File: src/hdl/scra_regs.svh
// Bit positions, register numbers and reset values of the scope channel register access block.
// Definitions only; included by the package and the design modules.
`ifndef SCRA_REGS_SVH
`define SCRA_REGS_SVH

`define SCRA_MODE_BIT 7
`define SCRA_DIR_BIT 6
`define SCRA_NUM_MSB 5
`define SCRA_NUM_W 6
`define SCRA_WORD_W 16
`define SCRA_IDX1_REG 6'h26
`define SCRA_IDX2_REG 6'h27
`define SCRA_BYTE_RST 8'h00
`define SCRA_WORD_RST 16'h0000
`define SCRA_NUM_RST 6'h00

`endif

File: src/hdl/scra_pkg.sv
// Types shared by the scope channel register access block.
// Assumes scra_regs.svh sits on the include path.
`include "scra_regs.svh"

package scra_pkg;

    // Control byte as seen in the output image
    typedef struct packed {
        logic mode;
        logic dir;
        logic [`SCRA_NUM_W-1:0] num;
    } scra_ctrl_t;

    // Status byte as returned in the input image
    typedef struct packed {
        logic ack;
        logic dir;
        logic [`SCRA_NUM_W-1:0] num;
    } scra_stat_t;

    // Output image of channel one for one exchange cycle
    typedef struct packed {
        scra_ctrl_t ctrl;
        logic [`SCRA_WORD_W-1:0] word0;
        logic [`SCRA_WORD_W-1:0] word1;
    } scra_out_img_t;

    typedef enum logic [1:0] {
        SCRA_IDLE,
        SCRA_ACCESS,
        SCRA_REPLY
    } scra_state_t;

endpackage : scra_pkg

File: src/hdl/scra_reg_file.sv
// Register file of the first channel: 64 words, synchronous read and write.
// Assumes one access per cycle from the handshake logic; index registers reset to zero.
`timescale 1ns/1ps
`default_nettype none
`include "scra_regs.svh"

module scra_reg_file #(
    parameter int NUM_W = `SCRA_NUM_W,
    parameter int WORD_W = `SCRA_WORD_W
) (
    // Clock and reset
    input wire logic ref_clk_in,
    input wire logic rst_in,
    // Access port
    input wire logic rd_en_in,
    input wire logic wr_en_in,
    input wire logic [NUM_W-1:0] addr_in,
    input wire logic [WORD_W-1:0] wdata_in,
    output logic [WORD_W-1:0] rdata_out,
    // Index registers steering process data
    output logic [WORD_W-1:0] idx1_out,
    output logic [WORD_W-1:0] idx2_out
);
    logic [WORD_W-1:0] mem [0:(1<<NUM_W)-1];
    logic [WORD_W-1:0] rdata_q, rdata_d;
    logic [WORD_W-1:0] idx1_q, idx1_d, idx2_q, idx2_d;

    // Memory words carry no reset; only the index registers and the read data register need a known value
    always_ff @(posedge ref_clk_in) begin
        if (wr_en_in) begin
            mem[addr_in] <= wdata_in;
        end
    end

    always_comb begin
        idx1_d = idx1_q;
        idx2_d = idx2_q;
        rdata_d = rdata_q;
        if (wr_en_in && addr_in == `SCRA_IDX1_REG) begin
            idx1_d = wdata_in;
        end else if (wr_en_in && addr_in == `SCRA_IDX2_REG) begin
            idx2_d = wdata_in;
        end
        if (rd_en_in) begin
            if (addr_in == `SCRA_IDX1_REG) begin
                rdata_d = idx1_q;
            end else if (addr_in == `SCRA_IDX2_REG) begin
                rdata_d = idx2_q;
            end else begin
                rdata_d = mem[addr_in];
            end
        end
    end

    always_ff @(posedge ref_clk_in) begin
        if (rst_in) begin
            idx1_q <= `SCRA_WORD_RST;
            idx2_q <= `SCRA_WORD_RST;
            rdata_q <= `SCRA_WORD_RST;
        end else begin
            idx1_q <= idx1_d;
            idx2_q <= idx2_d;
            rdata_q <= rdata_d;
        end
    end

    assign rdata_out = rdata_q;
    assign idx1_out = idx1_q;
    assign idx2_out = idx2_q;

endmodule : scra_reg_file
`default_nettype wire

File: src/hdl/scra_top.sv
// Process image handshake of a two-channel scope terminal: channel one switches between
// process data and register communication; channel two only acknowledges process data mode.
// Assumes the coupler presents the output image with a one-cycle exchange strobe.
//
// Function
// - Channel one control byte arrives each exchange
// - Channel one status byte driven back
// - Mode bit set selects register communication
// - Read returns addressed register in word zero
// - Write stores output word zero in register
// - Word one unused during register communication
// - Status acknowledges, shows direction, echoes number
// - Channel two control bits ignored
// - Channel two control byte drives nothing
// - Channel two status bit 7 reads 0
// - Channel two reserved status bits fixed zero
// - Process mode word zero from index one
// - Process mode status bit 7 reads 0
`timescale 1ns/1ps
`default_nettype none
`include "scra_regs.svh"

module scra_top #(
    parameter int SEL_W = 2,
    parameter int NUM_W = `SCRA_NUM_W,
    parameter int WORD_W = `SCRA_WORD_W
) (
    // Clock and reset
    input wire logic ref_clk_in,
    input wire logic rst_in,
    // Output image from the controller
    input wire logic exchange_in,
    input wire scra_pkg::scra_out_img_t out_img_in,
    input wire logic [7:0] channel2_control_byte_in,
    // Process values offered by the measuring side
    input wire logic [(1<<SEL_W)-1:0][WORD_W-1:0] proc_values_in,
    // Input image to the controller
    output scra_pkg::scra_stat_t channel1_status_byte_out,
    output logic [WORD_W-1:0] input_word_zero_out,
    output logic [WORD_W-1:0] input_word_one_out,
    output logic [7:0] channel2_status_byte_out
);
    scra_pkg::scra_state_t state_q, state_d;
    scra_pkg::scra_ctrl_t req_q, req_d;
    logic [WORD_W-1:0] wdata_q, wdata_d;
    scra_pkg::scra_stat_t stat_q, stat_d;
    logic [WORD_W-1:0] in0_q, in0_d, in1_q, in1_d;
    logic rd_en, wr_en;
    logic [WORD_W-1:0] rdata, idx1, idx2;

    // The second channel never enters register communication here, so its control
    // byte is not looked at at all.

    scra_reg_file #(
        .NUM_W(NUM_W),
        .WORD_W(WORD_W)
    ) u_reg_file (
        .ref_clk_in(ref_clk_in),
        .rst_in(rst_in),
        .rd_en_in(rd_en),
        .wr_en_in(wr_en),
        .addr_in(req_q.num),
        .wdata_in(wdata_q),
        .rdata_out(rdata),
        .idx1_out(idx1),
        .idx2_out(idx2)
    );

    assign rd_en = (state_q == scra_pkg::SCRA_ACCESS) && !req_q.dir;
    assign wr_en = (state_q == scra_pkg::SCRA_ACCESS) && req_q.dir;

    always_comb begin
        state_d = state_q;
        req_d = req_q;
        wdata_d = wdata_q;
        stat_d = stat_q;
        in0_d = in0_q;
        in1_d = in1_q;
        case (state_q)
            scra_pkg::SCRA_IDLE: begin
                if (exchange_in) begin
                    req_d = out_img_in.ctrl;
                    wdata_d = out_img_in.word0;
                    if (out_img_in.ctrl.mode) begin
                        state_d = scra_pkg::SCRA_ACCESS;
                    end else begin
                        stat_d = `SCRA_BYTE_RST;
                        in0_d = proc_values_in[idx1[SEL_W-1:0]];
                        in1_d = proc_values_in[idx2[SEL_W-1:0]];
                    end
                end
            end
            scra_pkg::SCRA_ACCESS: begin
                state_d = scra_pkg::SCRA_REPLY;
            end
            scra_pkg::SCRA_REPLY: begin
                // Status echoes only now, once read data sit in word zero or the write is done
                stat_d.ack = 1'b1;
                stat_d.dir = req_q.dir;
                stat_d.num = req_q.num;
                if (!req_q.dir) begin
                    in0_d = rdata;
                end
                in1_d = `SCRA_WORD_RST;
                state_d = scra_pkg::SCRA_IDLE;
            end
            default: begin
                state_d = scra_pkg::SCRA_IDLE;
            end
        endcase
    end

    always_ff @(posedge ref_clk_in) begin
        if (rst_in) begin
            state_q <= scra_pkg::SCRA_IDLE;
            req_q <= `SCRA_BYTE_RST;
            wdata_q <= `SCRA_WORD_RST;
            stat_q <= `SCRA_BYTE_RST;
            in0_q <= `SCRA_WORD_RST;
            in1_q <= `SCRA_WORD_RST;
        end else begin
            state_q <= state_d;
            req_q <= req_d;
            wdata_q <= wdata_d;
            stat_q <= stat_d;
            in0_q <= in0_d;
            in1_q <= in1_d;
        end
    end

    assign channel1_status_byte_out = stat_q;
    assign input_word_zero_out = in0_q;
    assign input_word_one_out = in1_q;
    assign channel2_status_byte_out = `SCRA_BYTE_RST;
endmodule : scra_top
`default_nettype wire

File: config.mk
export PLATFORM = sky130hd
export DESIGN_NAME = scra_top
export DESIGN_NICKNAME = d
export VERILOG_FILES = /design/src/hdl/scra_pkg.sv /design/src/hdl/scra_reg_file.sv /design/src/hdl/scra_top.sv
export VERILOG_INCLUDE_DIRS = /design/src /design/src/hdl
export SDC_FILE = /design/constraint.sdc
export NUM_CORES = 1
export LEC_CHECK = 0
export BUFFER_PORTS_ARGS = -buffer_cell sky130_fd_sc_hd__buf_2
export CAP_MARGIN = 20
export CORE_MARGIN = 2
export CORE_UTILIZATION = 30
export DETAILED_ROUTE_END_ITERATION = 8
export PLACE_DENSITY = 0.52
export SLEW_MARGIN = 20
export SYNTH_ARGS = -nofsm -noshare
export SYNTH_HDL_FRONTEND = slang
export SYNTH_HIERARCHICAL = 1
export SYNTH_SLANG_ARGS = --single-unit
File: constraint.sdc
create_clock -name ref_clk_in -period 8.26 [get_ports ref_clk_in]
set_input_delay 1.652 -clock ref_clk_in [delete_from_list [all_inputs] [get_ports ref_clk_in]]
set_output_delay 1.652 -clock ref_clk_in [all_outputs]
set_load 0.02 [all_outputs]
==> results.md, run 1 <==
- Status: finished, final reports clean
- Layout cells sized above 1: 0.2220
- CTS max path bufs: 3
- RD Place Congestion: 0.9009
- Post-synth top flop: edfxtp_1
- Skew-Pair Late Insertion Delay: 0.70 ns
- FF+latch count, synth: 1124
- CP peak stage delay: 0.68 ns
- Switch Pwr: 2.739 mW
- Least-Margin Pin Slew: 1.192 ns
- Post-synth top area cell: edfxtp_1
- CTS sink cnt: 1124
- Most frequent CP cell: buf_4
- Vias in the first global route: 25.32k
- DR WL/cell: 28.53 um
- Syn_area_per_cell: 16.11 um2
- Reg-to-reg startpoint: req_q[0]
- # hold bufs at CTS: 0
- Final hold vios: 0
- Max-slew headroom: 0.2053
- Die X: 390.5 um
- Initial antenna violation count: 7
- Initial Util: 0.3027
- Period utilization: 0.5082
- Synth top area cells: edfxtp_1, dfxtp_1, mux4_2
- Critical path origin: req_q[0]
- Pre-CTS setup slack: 4.212 ns
- Clock skew: 0.03326 ns
- Endpoint class of the critical path: flip-flop
- Max FO, Critical Path: 33
- Count leader, synth: edfxtp_1
- Final worst slack: 4.062 ns
- Postcts setup bufs: 0
- Critical path type: flip-flop to flip-flop
- Global route total overflow: 0
- Hold Path Class: flip-flop to flip-flop
- Asr flop ratio synth: 0
- Global Route Usage Sum: 0.1816
- Via count: 27.27k
- Crit-path cells: buf_4, buf_4, nor2_4, buf_4, a221oi_1, a31oi_1, a221oi_1, o22ai_1, o31a_1
- TNS Setup: 0 ns
- Critical Path AT: 4.79 ns
- Register share of total power: 0.518
- HPWL after DPL: 83.53 mm
- Global-route wire length before repair: 198.7 mm
- Final Slew Violations: 0
- Iteration-0 DRC count of the detailed router: 3274
- I/O Pins: 163
- Ys Warns: 6
- Minimum clock period: 4.198 ns
- Final ANT Viol Nets: 0
- CTS Buf Count: 116
- Area Overhead vs Synth: 15.16%
- Final WL: 142.3 mm
- Seq/Total Area, Yosys: 0.7281
- Die span in y: 390.5 um
- Clock share of power: 0.418
- Sw Ratio: 0.2270
- Resized Gates After CTS: 0
- Worst hold start: u_reg_file/idx2_out[2]
- Fin nets: 3072
- Die area: 152500 um2
- Router iterations before antenna repair: 6
- DRC Markers: 0
- RSZ-0062 raised after global routing: no
- Leakage: 16.81 nW
- Slowest cell on the critical path: a221oi_1
- PortBufs: 130
- Post-synthesis cell count: 2781
- DP Area: 47960 um2
- P_int: 9.328 mW
- Peak supply drop: 0.2044 mV
- CORE AREA: 148000 um2
- Synth top area share: 0.6776
- Synth unique cells: 75
- Required time of the worst setup path: 8.85 ns
- H-tree depth: 3
- Commonest cells in the netlist: edfxtp_1, nand2_1, nor2_1
- Final setup viols: 0
- Vias/cell: 5.469
- Worst hold slack: 0.4526 ns
- CP Launch Type: flip-flop
- Worst-path clk slew: 0.06 ns
- Num rows: 141
- CTS tree: built
- Largest net degree at the start of global routing: 88
- Post-Syn Area: 44800 um2
- MaxCap Viol Count: 0
- Root Buffer: clkbuf_16
- Combinational power share: 0.064
- Final Cell Area: 51590 um2
- Pwr/cell area: 233.9 nW/um2
- Fmax achieved: 238.2 MHz
- EDFF count, synth: 1011
[routing by layer]
layer	GRT usage	vias to the layer above	wire [um]
li1	-	11480	-
met1	0.2570	14290	60470
met2	0.2870	1290	65390
met3	0.03260	211	12400
met4	0.04746	0	4029
met5	0	-	0
[registers in the layout (all words and copies together) (netlist names)]
name,count
u_reg_file/mem,1011
channel1_status_byte_out,8
u_reg_file/rdata_out,16
wdata_q,16
u_reg_file/idx2_out,16
input_word_zero_out,16
req_q,7
u_reg_file/idx1_out,16
input_word_one_out,16
state_q,2
[per-stage QoR]
step / util / cells / power [mW]
final: 0.3486 / 4987 / 12.07
after global routing: 0.3484 / 4980 / 12.41
after global placement: 0.3238 / 4767 / 7.134
after CTS: 0.3484 / 4979 / 12.15
after detailed placement: 0.3240 / 4768 / 7.139
after floorplan: - / 2788 / 6.796
[path summary, 6_finish.rpt]
path                        endpoint  slack [ns]  cells past startpoint
min reg2reg   u_reg_file/idx2_out[2]        0.45                      2
max          u_reg_file/rdata_out[8]        4.06                      9
max reg2reg  u_reg_file/rdata_out[8]        4.06                      9
min           u_reg_file/idx2_out[2]        0.45                      2
[critical path: cells and delay by family, from the launching register on]
kind / cells / cell delay (ns)
AOI/OAI and AO/OA: 5 / 1.70
and+or+nand+nor: 1 / 0.23
buffers and inverters: 3 / 1.52
DFF: 1 / 0.55
[area by class of cell]
type,count,area (um2)
sequential,1124,32660
tap,1930,2415
inverter,8,31.28
antenna,7,17.52
clock buffer,143,3057
fill,14020,96420
timing repair buffer,258,1675
multi-input combinational,1449,11200
clock inverter,68,546.8
[kinds of logic after synthesis]
kind of cell	count (synthesis)	synth area share
flip-flops	1124	0.7281
buffers and inverters	215	0.02536
AND/OR/NAND/NOR	521	0.05295
other	1	0.00008370
AO/OA/AOI/OAI	610	0.09906
multiplexers	310	0.09445
[cells in the final DEF, fill, tap and decap left out, drive strengths merged, types with 10 or more instances in the layout]
master / instances
a221o: 20
nand3: 24
o22ai: 38
nor2: 150
mux2i: 125
dfxtp: 113
nor2b: 10
a2111oi: 16
clkbuf: 143
o2bb2ai: 12
a22o: 37
o21ai: 62
a22oi: 82
o221ai: 14
buf: 258
nand2: 210
edfxtp: 1011
mux4: 79
nand2b: 14
clkinv: 59
a21oi: 129
a31oi: 24
a211oi: 12
nor3: 42
nor3b: 22
mux2: 106
a221oi: 90
[power by group through the flow]
stage / Clock [mW] / Sequential, mW / Combinational, mW
final: 5.04 / 6.25 / 0.771
after global routing: 5.35 / 6.25 / 0.807
after CTS: 5.13 / 6.25 / 0.767
after detailed placement: 0 / 6.37 / 0.767
after global placement: 0 / 6.37 / 0.762
after floorplan: 0 / 6.41 / 0.383
Note: power is estimated with default switching activity, not from simulation.
==> run 2, diff against run 1 <==
==> constraint.sdc (replaced) <==
create_clock -name ref_clk_in -period 4.1 [get_ports ref_clk_in]
set_input_delay 0.82 -clock ref_clk_in [delete_from_list [all_inputs] [get_ports ref_clk_in]]
set_output_delay 0.82 -clock ref_clk_in [all_outputs]
set_load 0.02 [all_outputs]
==> results.md, run 2 (synthesis gave the netlist of run 1 again) <==
- Final setup viols: 0 (unchanged)
- Global Route Usage Sum: 0.1870 (was 0.1816)
- P_int: 19.12 mW (was 9.328 mW)
- Final ANT Viol Nets: 0 (unchanged)
- DRC Markers: 0 (unchanged)
- Reg-to-reg startpoint: req_q[1] (was req_q[0])
- Router iterations before antenna repair: 6 (unchanged)
- Register share of total power: 0.512 (was 0.518)
- Num rows: 141 (unchanged)
- Critical path type: flip-flop to flip-flop (unchanged)
- CP Launch Type: flip-flop (unchanged)
- Die span in y: 390.5 um (unchanged)
- R2R setup slack: 0.51 ns (was 4.06 ns)
- Final Slew Violations: 0 (unchanged)
- TNS Setup: 0 ns (unchanged)
- CTS max path bufs: 3 (unchanged)
- CTS sink cnt: 1124 (unchanged)
- Commonest non-fill, non-tap cell in the layout: edfxtp_1 (unchanged)
- Skew-Pair Late Insertion Delay: 0.70 ns (about the same)
- Required time of the worst setup path: 4.70 ns (was 8.85 ns)
- CTS Buf Count: 116 (unchanged)
- Top reg by flops: u_reg_file/mem (unchanged)
- Fin nets: 3143 (was 3072)
- Iteration-0 DRC count of the detailed router: 3324 (was 3274)
- MaxCap Viol Count: 0 (unchanged)
- Critical Path AT: 4.19 ns (was 4.79 ns)
- Final WL: 145.7 mm (was 142.3 mm)
- Status: finished, final reports clean (unchanged)
- Peak supply drop: 0.3293 mV (was 0.2044 mV)
- Sw Ratio: 0.2289 (was 0.2270)
- Final Cell Area: 52430 um2 (was 51590 um2)
- Most frequent cells in the layout: edfxtp_1, nand2_1, buf_4 (was edfxtp_1, nand2_1, nor2_1)
- Crit Reg-Reg Endpoint: u_reg_file/rdata_out[9] (was u_reg_file/rdata_out[8])
- CTS tree: built (unchanged)
- Pwr/cell area: 472.9 nW/um2 (was 233.9 nW/um2)
- Vias in the first global route: 26.16k (was 25.32k)
- CP endpoint: u_reg_file/rdata_out[9] (was u_reg_file/rdata_out[8])
- I/O Pins: 163 (unchanged)
- Resized Gates After CTS: 0 (unchanged)
- Switch Pwr: 5.676 mW (was 2.739 mW)
- Max-slew headroom: 0.2510 (was 0.2053)
- Via count: 27.39k (was 27.27k)
- Initial Util: 0.3027 (unchanged)
- Clock share of power: 0.426 (was 0.418)
- Global route total overflow: 0 (unchanged)
- Vias/cell: 5.415 (was 5.469)
- PortBufs: 130 (unchanged)
- Hold Path Class: input port to flip-flop (was flip-flop to flip-flop)
- Clock skew: 0.02462 ns (was 0.03326 ns)
- Endpoint class of the critical path: flip-flop (unchanged)
- Root Buffer: clkbuf_16 (unchanged)
- Global-route wire length before repair: 204.6 mm (was 198.7 mm)
- Critical path origin: req_q[1] (was req_q[0])
- Leakage: 17.29 nW (was 16.81 nW)
- DP Area: 48660 um2 (was 47960 um2)
- Layout cells sized above 1: 0.2449 (was 0.2220)
- Fill cells: 14.00k (was 14.02k)
- Max FO, Critical Path: 32 (was 33)
- Period utilization: 0.8754 (was 0.5082)
- Largest net degree at the start of global routing: 67 (was 88)
- HPWL after DPL: 92.12 mm (was 83.53 mm)
- Largest register FFs: 1011 (unchanged)
- Worst-path clk slew: 0.06 ns (about the same)
- Die X: 390.5 um (unchanged)
- # hold bufs at CTS: 0 (unchanged)
- Die area: 152500 um2 (unchanged)
- FF-to-FF path depth: 7 (was 9)
- RD Place Congestion: 0.8975 (was 0.9009)
- DR WL/cell: 28.81 um (was 28.53 um)
- Postcts setup bufs: 0 (unchanged)
- Combinational power share: 0.061 (was 0.064)
- Fmax achieved: 278.6 MHz (was 238.2 MHz)
- CORE AREA: 148000 um2 (unchanged)
- RSZ-0062 raised after global routing: no (unchanged)
- Area Overhead vs Synth: 17.03% (was 15.16%)
- Final hold vios: 0 (unchanged)
- Initial antenna violation count: 6 (was 7)
- H-tree depth: 3 (unchanged)
- Least-Margin Pin Slew: 1.121 ns (was 1.192 ns)
- Minimum clock period: 3.589 ns (was 4.198 ns)
- Antenna cells: 0 (was 7)
[run 2: changes by cell type in the layout (fill, tap and decap cells not counted), sizes merged]
cell / delta
clkinv: -3
buf: +71
clkinvlp: +2
clkbuf: +1
diode: -7
inv: +3
bufinv: +4
[run 2: worst min-delay path by stage]
stage / endpoint / slack (ns) / cells past startpoint / startpoint
floorplan: u_reg_file/idx2_out[10] / 0.43 / 2 / u_reg_file/idx2_out[10]
global placement: u_reg_file/idx2_out[4] / 0.44 / 2 / u_reg_file/idx2_out[4]
detailed placement: u_reg_file/idx2_out[5] / 0.44 / 2 / u_reg_file/idx2_out[5]
CTS: req_q[2] / 0.31 / 3 / out_img_in[34]
global route: wdata_q[2] / 0.34 / 3 / out_img_in[18]
finish: req_q[2] / 0.34 / 3 / out_img_in[34]
[run 2: worst max-delay path: stages (launching register included)]
cell      delay, ns
dfxtp_4        0.54
nor2_4         0.95
buf_4          0.34
a221oi_1       0.10
or2_2          0.30
a21oi_1        0.61
a211oi_1       0.26
a311oi_1       0.30
[run 2: power by group through the flow]
| stage | logic [mW] | registers, mW | clock network [mW] |
|---|---|---|---|
| finish | 1.51 | 12.7 | 10.6 |
| global route | 1.58 | 12.7 | 11.2 |
| CTS | 1.50 | 12.7 | 10.7 |
| detailed placement | 1.50 | 13.0 | 0 |
| global placement | 1.49 | 12.9 | 0 |
| floorplan | 0.771 | 12.9 | 0 |
[run 2: cell type report]
cell class	instances	area (um2)	share of cell area
flip-flops and latches	1124	32660	0.6228
multi-input cells	1449	11180	0.2132
clock buffers	144	3049	0.05815
well taps	1930	2415	0.04605
repair buffers	329	2372	0.04524
clock inverters	74	728.2	0.01389
inverters	8	31.28	0.0005966
[run 2: per-layer routing]
| layer | vias up | GRT usage | share of wire |
|---|---|---|---|
| met1 | 14270 | 0.2653 | 0.43 |
| met3 | 193 | 0.02912 | 0.083 |
| met2 | 1303 | 0.2966 | 0.46 |
| met4 | 0 | 0.05272 | 0.028 |
| met5 | - | 0 | 0 |
| li1 | 11620 | - | - |
[run 2: stage by stage]
stage / hold slack [ns] / std cells / setup WS [ns] / util / power [mW]
2_1_floorplan: 0.4332 / 2788 / 1.042 / - / 13.69
3_3_place_gp: 0.4423 / 4840 / 0.5535 / 0.3287 / 14.44
3_5_place_dp: 0.4447 / 4840 / 0.5990 / 0.3287 / 14.45
4_1_cts: 0.3120 / 5058 / 0.5774 / 0.3542 / 24.93
5_1_grt: 0.3381 / 5058 / 0.5183 / 0.3542 / 25.47
6_report: 0.3444 / 5058 / 0.5109 / 0.3542 / 24.79
